`src/verilog/ssio_pkg.sv`:
```
// Summary of operation
// gain bank select high picks banks three/four, low picks one/two.
// speed modes: analog torque limit input enables analog current limit.
// indexing mode: start homing input launches the return-to-home sequence.
// index pause stops the axis and holds; resumes once the input drops; here only once STILL_I is also high.
// index stop terminates the current index movement.
// host presents index number on six select inputs; drive decodes it.
// stop homing halts any homing in progress.
// start indexing begins the move for the currently selected index.
// alarm output follows the servo fault condition in every mode.
// pos/index modes: position done while error within completion width.
// pos/index modes: position near while error within approach width.
// speed match while command minus actual speed is within match width; here held low in torque mode.
// rotation detected while motor speed exceeds rotation detect level.
// torque limit reached whenever motor torque reaches the torque limit.
// speed limit reached whenever motor speed reaches the speed limit.
// brake drive output governs the holding brake, internal or external.
// absolute position valid only with encoder fitted and data valid.
// warning output follows the servo warning condition.
// indexing mode: homing done asserts once homing has completed.
// in dwell asserts while holding position waiting out the dwell time.
// six index number outputs show the index in use during indexing.
// sequence complete asserts when the index movement has finished.
// select inputs are binary, bit zero least significant, synchronised.
// all status outputs are re-evaluated and registered every cycle; here only while CE_I is high, and the done flags and index number are held.
package ssio_pkg;

    localparam int DW = 32;
    localparam int IDX_W = 6;
    localparam int DWELL_W = 16;

    // reset values of the registered outputs and state
    localparam logic RST_FLAG = 1'h0;
    localparam logic [IDX_W-1:0] RST_INDEX = 6'h00;
    localparam logic [DWELL_W-1:0] RST_DWELL = 16'h0000;

    // control modes of the drive
    typedef enum logic [2:0] {
        MODE_POS, MODE_SPD, MODE_TSPD, MODE_TRQ, MODE_IDX
    } ssio_mode_t;

    // sequence states
    typedef enum logic [2:0] {
        ST_IDLE, ST_HOMING, ST_RUN, ST_PAUSE, ST_DWELL
    } ssio_state_t;

    // discrete inputs from the host controller
    typedef struct packed {
        logic gain_hi;
        logic atl_en;
        logic home_sens;
        logic home_start;
        logic idx_pause;
        logic idx_stop;
        logic home_stop;
        logic idx_start;
        logic [IDX_W-1:0] idx_sel;
    } ssio_host_in_t;

    // comparison thresholds set by drive parameters
    typedef struct packed {
        logic [DW-1:0] position_done_width;
        logic [DW-1:0] position_near_width;
        logic [DW-1:0] speed_match_width;
        logic [DW-1:0] rotation_detect_level;
        logic [DW-1:0] torque_limit;
        logic [DW-1:0] speed_limit;
    } ssio_cfg_t;

    // live feedback from the control loops
    typedef struct packed {
        logic signed [DW-1:0] pos_err;
        logic signed [DW-1:0] spd_cmd;
        logic signed [DW-1:0] spd_act;
        logic signed [DW-1:0] torque;
    } ssio_fb_t;

endpackage

```
`src/verilog/ssio_seq_io.sv`:
```
module ssio_seq_io
    import ssio_pkg::*;
(
    // clock, reset, enable
    input wire logic REF_CLK_I,
    input wire logic RESETN_I,
    input wire logic CE_I,
    // host discrete inputs (asynchronous pins)
    input wire ssio_host_in_t HOST_I,
    // drive internal state (control clock domain)
    input wire ssio_mode_t MODE_I,
    input wire ssio_cfg_t CFG_I,
    input wire ssio_fb_t FB_I,
    input wire logic FAULT_I,
    input wire logic WARN_I,
    input wire logic BRAKE_RELEASE_I,
    input wire logic ABS_ENC_I,
    input wire logic ABS_DATA_OK_I,
    input wire logic MOVE_DONE_I,
    input wire logic STILL_I,
    input wire logic [DWELL_W-1:0] DWELL_CYCLES_I,
    // commands to the control loops
    output logic GAIN_BANK_HI_O,
    output logic ANALOG_ILIM_O,
    output logic HOME_RUN_O,
    output logic INDEX_RUN_O,
    output logic DECEL_O,
    // status outputs
    output logic ALARM_O,
    output logic WARNING_O,
    output logic POS_DONE_O,
    output logic POS_NEAR_O,
    output logic SPEED_MATCH_O,
    output logic ROTATING_O,
    output logic TORQUE_LIM_O,
    output logic SPEED_LIM_O,
    output logic BRAKE_DRIVE_O,
    output logic ABS_VALID_O,
    output logic HOME_DONE_O,
    output logic IN_DWELL_O,
    output logic [IDX_W-1:0] INDEX_NUM_O,
    output logic SEQ_DONE_O
);

    // magnitude of a sign-extended value, reused by every comparator
    function automatic logic [DW:0] mag(input logic signed [DW:0] v);
        mag = v[DW] ? (-v) : v;
    endfunction

    ////////////////////////////////////////////////////////////////////////
    // reset release: asserts at once, leaves through two flops
    logic rst_meta_ff, rst_n;
    always_ff @(posedge REF_CLK_I or negedge RESETN_I) begin
        if (!RESETN_I) begin
            rst_meta_ff <= 1'h0;
            rst_n <= 1'h0;
        end else begin
            rst_meta_ff <= 1'h1;
            rst_n <= rst_meta_ff;
        end
    end

    ////////////////////////////////////////////////////////////////////////
    // host pin synchroniser; a third stage gives edge detection
    ssio_host_in_t host_meta_ff, host_ff, host_prev_ff;
    always_ff @(posedge REF_CLK_I or negedge rst_n) begin
        if (!rst_n) begin
            host_meta_ff <= '0;
            host_ff <= '0;
            host_prev_ff <= '0;
        end else if (CE_I) begin
            host_meta_ff <= HOST_I;
            host_ff <= host_meta_ff;
            host_prev_ff <= host_ff;
        end
    end

    logic home_start_rise, idx_start_rise, idx_mode;
    assign home_start_rise = host_ff.home_start && !host_prev_ff.home_start;
    assign idx_start_rise = host_ff.idx_start && !host_prev_ff.idx_start;
    assign idx_mode = (MODE_I == MODE_IDX);

    ////////////////////////////////////////////////////////////////////////
    // comparators on the live feedback
    logic [DW:0] err_mag, spd_mag, trq_mag, dspd_mag;
    logic signed [DW:0] dspd;
    logic pos_mode, spd_mode;
    assign err_mag = mag({FB_I.pos_err[DW-1], FB_I.pos_err});
    assign spd_mag = mag({FB_I.spd_act[DW-1], FB_I.spd_act});
    assign trq_mag = mag({FB_I.torque[DW-1], FB_I.torque});
    assign dspd = {FB_I.spd_cmd[DW-1], FB_I.spd_cmd}
                - {FB_I.spd_act[DW-1], FB_I.spd_act};
    assign dspd_mag = mag(dspd);
    assign pos_mode = (MODE_I == MODE_POS) || idx_mode;
    assign spd_mode = (MODE_I == MODE_SPD) || (MODE_I == MODE_TSPD);

    ////////////////////////////////////////////////////////////////////////
    // sequence state machine for homing and indexing
    ssio_state_t state_ff, nxt_state;
    logic [DWELL_W-1:0] dwell_cnt_ff;
    always_comb begin
        nxt_state = state_ff;
        case (state_ff)
            ST_IDLE: begin
                if (idx_mode && home_start_rise) begin
                    nxt_state = ST_HOMING;
                end else if (idx_mode && idx_start_rise
                             && !host_ff.idx_stop) begin
                    nxt_state = ST_RUN;
                end
            end
            ST_HOMING: begin
                // stop outranks the sensor so a halted search never
                // reports done
                if (host_ff.home_stop || !idx_mode) begin
                    nxt_state = ST_IDLE;
                end else if (host_ff.home_sens) begin
                    nxt_state = ST_IDLE;
                end
            end
            ST_RUN: begin
                if (host_ff.idx_stop || !idx_mode) begin
                    nxt_state = ST_IDLE;
                end else if (host_ff.idx_pause) begin
                    nxt_state = ST_PAUSE;
                end else if (MOVE_DONE_I) begin
                    nxt_state = ST_DWELL;
                end
            end
            ST_PAUSE: begin
                // resume only once the axis has settled, never mid-ramp
                if (host_ff.idx_stop || !idx_mode) begin
                    nxt_state = ST_IDLE;
                end else if (!host_ff.idx_pause && STILL_I) begin
                    nxt_state = ST_RUN;
                end
            end
            ST_DWELL: begin
                if (host_ff.idx_stop || !idx_mode) begin
                    nxt_state = ST_IDLE;
                end else if (dwell_cnt_ff == RST_DWELL) begin
                    nxt_state = ST_IDLE;
                end
            end
            default: nxt_state = ST_IDLE;
        endcase
    end

    always_ff @(posedge REF_CLK_I or negedge rst_n) begin
        if (!rst_n) begin
            state_ff <= ST_IDLE;
        end else if (CE_I) begin
            state_ff <= nxt_state;
        end
    end

    // dwell timer, loaded as the move lands
    always_ff @(posedge REF_CLK_I or negedge rst_n) begin
        if (!rst_n) begin
            dwell_cnt_ff <= RST_DWELL;
        end else if (CE_I) begin
            if (state_ff == ST_RUN && nxt_state == ST_DWELL) begin
                dwell_cnt_ff <= DWELL_CYCLES_I;
            end else if (state_ff == ST_DWELL
                         && dwell_cnt_ff != RST_DWELL) begin
                dwell_cnt_ff <= dwell_cnt_ff - 16'h0001;
            end
        end
    end

    // sticky sequence results
    logic done_evt, home_evt;
    assign done_evt = state_ff == ST_DWELL && nxt_state == ST_IDLE
                      && dwell_cnt_ff == RST_DWELL
                      && !host_ff.idx_stop && idx_mode;
    assign home_evt = state_ff == ST_HOMING && nxt_state == ST_IDLE
                      && host_ff.home_sens && !host_ff.home_stop;
    always_ff @(posedge REF_CLK_I or negedge rst_n) begin
        if (!rst_n) begin
            HOME_DONE_O <= RST_FLAG;
            SEQ_DONE_O <= RST_FLAG;
            INDEX_NUM_O <= RST_INDEX;
        end else if (CE_I) begin
            if (home_evt) begin
                HOME_DONE_O <= 1'h1;
            end else if (state_ff == ST_IDLE && nxt_state == ST_HOMING) begin
                HOME_DONE_O <= 1'h0;
            end
            if (done_evt) begin
                SEQ_DONE_O <= 1'h1;
            end else if (state_ff == ST_IDLE && nxt_state == ST_RUN) begin
                SEQ_DONE_O <= 1'h0;
            end
            if (state_ff == ST_IDLE && nxt_state == ST_RUN) begin
                INDEX_NUM_O <= host_ff.idx_sel;
            end
        end
    end

    ////////////////////////////////////////////////////////////////////////
    // registered commands and status, refreshed every cycle that CE_I is high
    always_ff @(posedge REF_CLK_I or negedge rst_n) begin
        if (!rst_n) begin
            GAIN_BANK_HI_O <= RST_FLAG;
            ANALOG_ILIM_O <= RST_FLAG;
            HOME_RUN_O <= RST_FLAG;
            INDEX_RUN_O <= RST_FLAG;
            DECEL_O <= RST_FLAG;
            IN_DWELL_O <= RST_FLAG;
        end else if (CE_I) begin
            GAIN_BANK_HI_O <= host_ff.gain_hi;
            ANALOG_ILIM_O <= spd_mode && host_ff.atl_en;
            HOME_RUN_O <= (nxt_state == ST_HOMING);
            INDEX_RUN_O <= (nxt_state == ST_RUN);
            DECEL_O <= (nxt_state == ST_PAUSE);
            IN_DWELL_O <= (nxt_state == ST_DWELL);
        end
    end

    always_ff @(posedge REF_CLK_I or negedge rst_n) begin
        if (!rst_n) begin
            ALARM_O <= RST_FLAG;
            WARNING_O <= RST_FLAG;
            POS_DONE_O <= RST_FLAG;
            POS_NEAR_O <= RST_FLAG;
            SPEED_MATCH_O <= RST_FLAG;
            ROTATING_O <= RST_FLAG;
            TORQUE_LIM_O <= RST_FLAG;
            SPEED_LIM_O <= RST_FLAG;
            BRAKE_DRIVE_O <= RST_FLAG;
            ABS_VALID_O <= RST_FLAG;
        end else if (CE_I) begin
            ALARM_O <= FAULT_I;
            WARNING_O <= WARN_I;
            POS_DONE_O <= pos_mode
                && err_mag <= {1'h0, CFG_I.position_done_width};
            POS_NEAR_O <= pos_mode
                && err_mag <= {1'h0, CFG_I.position_near_width};
            SPEED_MATCH_O <= MODE_I != MODE_TRQ
                && dspd_mag <= {1'h0, CFG_I.speed_match_width};
            ROTATING_O <= spd_mag
                > {1'h0, CFG_I.rotation_detect_level};
            TORQUE_LIM_O <= trq_mag >= {1'h0, CFG_I.torque_limit};
            SPEED_LIM_O <= spd_mag >= {1'h0, CFG_I.speed_limit};
            // a fault drops the brake at once rather than trust the loop
            BRAKE_DRIVE_O <= BRAKE_RELEASE_I && !FAULT_I;
            ABS_VALID_O <= ABS_ENC_I && ABS_DATA_OK_I;
        end
    end
endmodule

```
`config.mk`:
```
export PLATFORM = sky130hd
export DESIGN_NAME = ssio_seq_io
export DESIGN_NICKNAME = d
export VERILOG_FILES = /design/src/verilog/ssio_pkg.sv /design/src/verilog/ssio_seq_io.sv
export SDC_FILE = /design/constraint.sdc
export NUM_CORES = 1
export LEC_CHECK = 0
export BUFFER_PORTS_ARGS = -buffer_cell sky130_fd_sc_hd__buf_2
export CORE_MARGIN = 8
export CORE_UTILIZATION = 30
export CTS_CLUSTER_SIZE = 12
export DETAILED_ROUTE_END_ITERATION = 10
export HOLD_SLACK_MARGIN = 0.02
export SYNTH_ARGS = -nofsm -noshare
export SYNTH_HDL_FRONTEND = slang
export SYNTH_SLANG_ARGS = --single-unit
```
`constraint.sdc`:
```
create_clock -name REF_CLK_I -period 4.5 [get_ports REF_CLK_I]
set_input_delay 0.9 -clock REF_CLK_I [delete_from_list [all_inputs] [get_ports REF_CLK_I]]
set_output_delay 0.9 -clock REF_CLK_I [all_outputs]
set_load 0.01 [all_outputs]
```
After elaboration in Yosys (flattened, before gate mapping)
Index checks and enable logic that the tools add are counted.
{ "classes": {"n_mux": 22, "magnitude_cmp": 6, "n_addsub": 6, "n_reduce_logical": 46, "eq_ne": 12} }
{ "ops": {"columns": ["cell", "n"], "rows": [
  ["$mux W33", 4],
  ["$le A33 B32 Y1", 3],
  ["$neg A32 Y33", 3],
  ["$ge A33 B32 Y1", 2],
  ["$gt A33 B32 Y1", 1],
  ["$mux W3", 11],
  ["$neg A33 Y33", 1],
  ["$sub A32 B32 Y33", 1],
  ["$mux W16", 2],
  ["$logic_and A1 B1 Y1", 23],
  ["$logic_not A16 Y1", 1],
  ["$reduce_bool A16 Y1", 1],
  ["$sub A16 B1 Y16 const B", 1],
  ["$eq A3 B2 Y1 const B", 5],
  ["$pmux W3 S5", 1],
  ["$eq A3 B1 Y1 const B", 3],
  ["$eq A3 B3 Y1 const B", 3],
  ["$logic_not A3 Y1", 3],
  ["$reduce_and A2 Y1", 4],
  ["$logic_not A1 Y1", 7],
  ["$reduce_bool A2 Y1", 3],
  ["$logic_or A1 B1 Y1", 4],
  ["$mux W1", 4],
  ["$ne A3 B2 Y1 const B", 1]
]} }
{ "word_totals": {"input_bits": 363, "wordCells": 135, "reg_bits": 75} }

Logic depth before layout (Yosys ltp)
Gate-level depths: netlist (run 1).
{ "logic_depth": {"depth_word": 14, "ltp_mapped": 23, "depth_no_buf": 22} }

Worst setup path before layout (run 1)
Ideal clock, no wire load.
{ "synth_timing": {"kind": "input to register", "start": "input FB_I[64] (netlist name)", "end": "register SPEED_MATCH_O", "cell_stages": 22, "t_required_ns": 4.418, "t_arrival_ns": 5.293, "slack_ns": -0.876, "n_path_buf": 1, "path_cell_list": "inv_1 -> ha_1 -> fa_1 -> or2b_1 -> a21boi_1 -> o211ai_1 -> a2111oi_0 -> o311ai_0 -> a41oi_1 -> clkbuf_1 -> a21oi_1 -> xnor2_1 -> ha_1 -> a21o_1 -> a21o_1 -> a211oi_1 -> o21ai_0 -> a22oi_1 -> a31oi_1 -> o21ai_0 -> o211ai_1 -> o22ai_1"} }
{ "synth_between": {"elab_chain_cells": 5} }
{ "synth_rtl": {"columns": ["item", "line_no", "text"], "rows": [
  ["start, declared", "ssio_seq_io.sv:13", "input wire ssio_fb_t FB_I,"],
  ["$sub A32 B32 Y33 (*)", "ssio_seq_io.sv:92", "- {FB_I.spd_act[DW-1], FB_I.spd_act};"],
  ["$neg A33 Y33", "ssio_seq_io.sv:47", "mag = v[DW] ? (-v) : v;"],
  ["$mux W33 (*)", "ssio_seq_io.sv:47", null],
  ["$le A33 B32 Y1 (*)", "ssio_seq_io.sv:240", "&& dspd_mag <= {1'h0, CFG_I.speed_match_width};"],
  ["$logic_and A1 B1 Y1 (*)", "ssio_seq_io.sv:240", null],
  ["end signal, assigned", "ssio_seq_io.sv:239", "SPEED_MATCH_O <= MODE_I != MODE_TRQ"],
  ["end, declared", "ssio_seq_io.sv:33", "output logic SPEED_MATCH_O,"]
]} }
Mark *: on every way between the ends. The rest lies on a longest branch, timed or not.
A chain may end at the register's enable or synchronous reset.

Worst setup path after layout (run 1)
Ends and elaborated chain as after synthesis.

==> impl_metrics.toml, run 1 <==
[status]
outcome = "complete, but fails checks"
violations = "setup timing"

[routing]
ant_nets = 0
drt_pre_antenna_iters = 5
top_layer_used = "met5"
wire_per_inst_um = 17.1
vias = 14977
drc_errors = 0
routed_wl_um = 51100
drt-initial-drc-count = 760
routed_via_density = 5.00
dr_wl_met3_um = 2400
wl_met2_um = 24700
m1WireLength_um = 22700

[timing]
slew_violations = 0
fin_skew_ps = 7.25
setup_viol = 4
setup_tns_ps = -1210
fin_ws_ps = -495
slew-limit-headroom_pct = 36.3
min_period_over_period_pct = 111
max_freq_mhz = 200
hold_viol_final = 0
min_period_ps = 4990
whs_ps = 329
worstMarginPinSlew_ps = 955
grt_setup_unrepaired = "yes"

[synthesis]
async_flop_share_pct = 100
yosysTopAreaCell = "ha_1"
synth_most_common_cell = "inv_1"
synth_top_area_share_pct = 21.9
syn_area_per_cell_um2 = 7.75
synth_edf_count = 0
yosys_register_bits = 75
synth_commonest_cells = "inv_1, ha_1, xnor2_1, o21ai_0, a21oi_1"
synth_nets = 2277
ys.flop_type = "dfrtp_1"
synthesis.area_um2 = 13100
ys_warn_count = 0
synth_seq_area_share_pct = 14.4
synthTopCellsByArea = "ha_1, dfrtp_1, xnor2_1"
syn_inst = 1684
yosysUniqueCellTypes = 90

[setup_path]
max_stage_delay_ps = 540
cp.arrival_ps = 5200
end_kind = "register"
crit_type = "input port to register"
worst_path_max_delay_cell = "a2111o_1"
crit_chain = "buf_8, inv_4, ha_4, fa_2, or2b_1, a21bo_1, a2111o_1, nand2_2, xnor2_2, and4_1, or3b_4, o41ai_4, xnor2_1, ha_1, nand4_1, buf_4, nor2_2, a22oi_2, a31oi_2, o21ai_2, o211ai_1, o22ai_1"
startpoint_type = "input port"
crit_required_ps = 4700
path_max_fanout = 6
r2r_slack_ps = 1680

[global_route]
antenna_found_initial = 16
grt_pass1_wl_um = 80500
grt_overflow = 0
track_usage_pct = 19.6
grt_pass1_vias = 15622
grt_max_degree = 74

[floorplanning]
die_w_um = 225
rows = 76
die_h_um = 225
start_util_pct = 30.4
pin_count = 387
die-area_um2 = 50400
core_area_um2 = 43000

[cells_and_area]
drive_gt1_share_pct = 39.0
regArea_um2 = 1880
fillers = 4381
layout.nets = 2991
syn2layout_area_growth_pct = 48.0
multi_input_area_um2 = 10600
fin_util_pct = 44.9
fin_area_um2 = 19300

[clocking]
cts_tree = "done"
numCtsBuffers = 9
cts.htree.levels = 3
path_clk_slew_ps = 60
cts-root-buf = "clkbuf_16"
clock-sinks = 75
clock_latency_ps = 340
ctsLongestPathBuffers = 2

[pwr]
ir_worst_vdd_mv = 0.235
total_power_uw = 3960
power_density_nw_per_um2 = 205
p_leak_uw = 0.0101

[placement]
dp_hpwl_um = 44800
portBuffers = 386
gp_congestion = 0.910
placed_area_um2 = 18200

[flow_run]
cap_viol_max_count = 0

[hold_path]
min_path_type = "input port to async pin"
## cell type report
cell class                      instances  area share, %
Antenna cell                            9          0.117
Inverter                              251           4.89
Clock buffer                            9           1.17
Tap cell                              585           3.79
Sequential cell                        75           9.74
Multi-Input combinational cell       1307           55.0
Timing Repair Buffer                  754           24.7
Clock inverter                          7          0.551
## worst max-delay path: cells and delay by family
family                     cells  cell delay [ps]
AOI/OAI and AO/OA              8             1560
and+or+nand+nor                6             1370
adders and majority gates      3              800
buffers and inverters          3              290
xor gates and xnor gates       2              260
## kinds of logic (layout without fill, tap and decap cells)
logic type	after synthesis	after routing	share of synthesized area, %
muxes	46	46	3.96
buffers and inverters	302	1021	9.51
AOI/OAI and AO/OA	453	453	23.2
DFF	75	75	14.4
adders and majority gates	230	230	22.1
xor gates and xnor gates	135	135	9.06
other	1	10	0.0287
and+or+nand+nor	442	442	17.7
## routing by layer
layer  track usage, %  up-vias
met5                0        -
met4             5.38       14
met3             3.48       76
met2             34.5      355
met1             24.2     7054
li1                 -     7478
## power by group
part / total, uW / internal [uW] / switching [uW]
clock network: 801 / 495 / 306
registers: 808 / 753 / 55.3
logic: 2350 / 1190 / 1160
## through the flow
| step | setup slack (ps) | instances |
|---|---|---|
| final | -495 | 2997 |
| after CTS | -525 | 2979 |
| after global routing | -714 | 2993 |
| after detailed placement | -1120 | 2944 |
| after floorplan | -585 | 1684 |
| after global placement | -1030 | 2944 |
## cells in the final DEF (no fill, tap or decap), types with 10 or more instances in the layout
cell type	netlist	routed
buf_2	2	379
buf_4	5	358
inv_1	250	249
ha_1	229	226
xnor2_1	121	114
o21ai_0	111	91
a21oi_1	99	89
nand2_1	92	88
nor2_1	84	79
dfrtp_1	75	74
a21o_1	69	69
nand4_1	53	53
mux2_2	44	44
nand3_1	39	37
o31ai_1	32	25
nor3_1	25	23
o21a_1	23	23
nand2b_1	22	20
or3_1	27	18
nor4_1	23	18
nor2b_1	17	17
o21ai_1	3	16
buf_6	5	16
xor2_1	14	14
a31oi_1	13	11
a21oi_2	1	11
or3_4	0	10
and2_1	10	10
## sequential cells by signal, indices dropped and copies added, names as in the netlist, 2 cells and up
register	count
state_ff	3
host_meta_ff	14
INDEX_NUM_O	6
host_ff	14
host_prev_ff	2
dwell_cnt_ff	16
## path summary, 6_finish.rpt
| kind | startpoint | end | cells past startpoint |
|---|---|---|---|
| max | FB_I[64] | SPEED_MATCH_O$_DFFE_PN0P_ | 22 |
| min reg2reg | rst_meta_ff$_DFF_PN0_ | rst_n$_DFF_PN0_ | 0 |
| max in group asynchronous | rst_n$_DFF_PN0_ | state_ff[1]$_DFFE_PN0P_ | 0 |
| min in group REF_CLK_I | rst_meta_ff$_DFF_PN0_ | rst_n$_DFF_PN0_ | 0 |
| max reg2reg | dwell_cnt_ff[0]$_DFFE_PN0P_ | dwell_cnt_ff[1]$_DFFE_PN0P_ | 10 |
| min | RESETN_I | rst_n$_DFF_PN0_ | 1 |
## what timing repair did
| item | in CTS | in global routing |
|---|---|---|
| hold endpoints to repair | 0 | 0 |
| buffers inserted | 21 | 9 |
| endpoints found under the setup margin | 6 | 6 |
| cloned | 0 | 0 |
| resized for setup | 69 | 55 |
| pin swaps | 63 | 40 |
| hold buffers | 0 | 0 |
(Power assumes the default switching activity.)
==> run 2: changes to the inputs <==
- CORE_UTILIZATION: 30 -> 50
- PLACE_DENSITY: unset -> 0.78
==> impl_metrics.toml, run 2 (same netlist as run 1, synthesis figures left out) <==
[status]
outcome = "complete, but fails checks"
violations = "setup timing"

[global_route]
grt_pass1_wl_um = 75700
grtUsageMet1_pct = 34.9
grt_overflow = 0
track_usage_pct = 29.4
use_met2_pct = 52.9
top_usage_layer = "met2"
antenna_found_initial = 13
grt_pass1_vias = 15675
grt_max_degree = 74
use_met3_pct = 4.30

[cells_and_area]
largest_register_ffs = 16
multi_input_area_um2 = 10700
syn2layout_area_growth_pct = 44.1
fillers = 2035
layout_commonest_cell = "buf_2"
regMostFlops = "dwell_cnt_ff"
final_cell_mix = "buf_2, buf_4, inv_1, ha_1, xnor2_1"
reg_top3 = "dwell_cnt_ff x16, host_ff x14, host_meta_ff x14"
layout.nets = 2970
drive_gt1_share_pct = 38.3
regArea_um2 = 1880

[timing]
worstMarginPinSlew_ps = 953
min_period_ps = 5110
hold_viol_final = 0
slew_violations = 0
fin_skew_ps = 9.44
grt_setup_unrepaired = "yes"
slew-limit-headroom_pct = 36.5
fin_ws_ps = -608
max_freq_mhz = 196
setup_viol = 4
min_period_over_period_pct = 114

[floorplanning]
die_h_um = 178
rows = 59
pin_count = 387
die-area_um2 = 31500
start_util_pct = 50.5
die_w_um = 178
core_area_um2 = 25800

[routing]
drt_pre_antenna_iters = 7
ant_nets = 0
routed_wl_um = 49600
drt-initial-drc-count = 1038
routed_via_density = 5.63
drc_errors = 0
wire_per_inst_um = 18.2
vias = 15342

[clocking]
clock_latency_ps = 330
postCtsHoldBufs = 0
clock-sinks = 75
cts-root-buf = "clkbuf_16"
numCtsBuffers = 9
cts.htree.levels = 3
ctsLongestPathBuffers = 2
cts_tree = "done"
path_clk_slew_ps = 60

[setup_path]
r2r_slack_ps = 1650
path_max_fanout = 6
worst_path_max_delay_cell = "a2111oi_4"
worst_r2r_path_depth = 10
crit_required_ps = 4750
cp.arrival_ps = 5360
startpoint_type = "input port"
crit_chain = "buf_2, buf_4, inv_1, ha_1, nand2b_1, a2111oi_4, buf_4, or2_4, a311oi_2, a211oi_2, and4_1, or3b_4, o41ai_4, xnor2_1, ha_1, a21oi_1, nor2b_1, o21ai_1, nand2_1, nor2_2, a31oi_2, o21ai_1, o211ai_1, o22ai_1"
max_stage_delay_ps = 500
crit_type = "input port to register"
end_kind = "register"

[pwr]
total_power_uw = 3840
p_leak_uw = 0.0100
ir_worst_vdd_mv = 0.254
power_density_nw_per_um2 = 204

[placement]
dp_hpwl_um = 41800
place_ws_ps = -1020
gp_congestion = 0.987
portBuffers = 386

[flow_run]
cap_viol_max_count = 0

[hold_path]
min_path_type = "input port to async pin"
==> run 2: power breakdown <==
part / switching (uW) / leakage [uW] / internal (uW)
sequential: 57.3 / 0.000931 / 753
combinational: 1180 / 0.00896 / 1170
clock: 271 / 0.000135 / 401
total: 1510 / 0.0100 / 2330
==> run 2: layer usage <==
metal | vias up | wire length, um
met1 | 7134 | 20200
met5 | - | 70
met4 | 12 | 1840
li1 | 7430 | -
met3 | 146 | 3210
met2 | 620 | 24300
==> run 2: critical path, delay by kind of cell <==
kind	cells	cell delay [ps]
simple gates	7	1240
buf+inv	4	490
xor+xnor	1	110
compound gates	10	2170
fa+ha+maj	2	450
==> run 2: worst paths after layout <==
check,startpoint,end
min in group REF_CLK_I,rst_meta_ff$_DFF_PN0_,rst_n$_DFF_PN0_
setup / recovery,FB_I[33],SPEED_MATCH_O$_DFFE_PN0P_
max in group asynchronous,rst_n$_DFF_PN0_,host_ff[6]$_DFFE_PN0P_
hold / removal,RESETN_I,rst_n$_DFF_PN0_
hold reg to reg,rst_meta_ff$_DFF_PN0_,rst_n$_DFF_PN0_
setup reg to reg,dwell_cnt_ff[0]$_DFFE_PN0P_,dwell_cnt_ff[7]$_DFFE_PN0P_
==> run 2: final cells by class <==
class	instances	area share, %
antenna	7	0.0931
clock buffer	12	1.36
clock inverter	4	0.133
inverter	251	5.02
multi-input combinational	1307	56.7
sequential	75	9.99
tap	335	2.23
timing repair buffer	733	24.5
==> run 2: repair_timing <==
action | CTS | global route
resized for setup | 38 | 82
buffers inserted | 19 | 10
cloned | 0 | 1
setup endpoints to repair | 5 | 6
pin swaps | 54 | 79
==> run 2: stage by stage <==
step	setup TNS (ps)	std cells	hold slack (ps)	cell area [um^2]	utilization, %
finish	-1440	2724	343	18800	72.8
global placement	-3610	2672	336	17700	68.5
CTS	-986	2706	330	18300	70.8
floorplan	-1060	1684	331	13200	-
detailed placement	-4050	2672	340	17700	68.5
global route	-2010	2723	335	18800	72.8
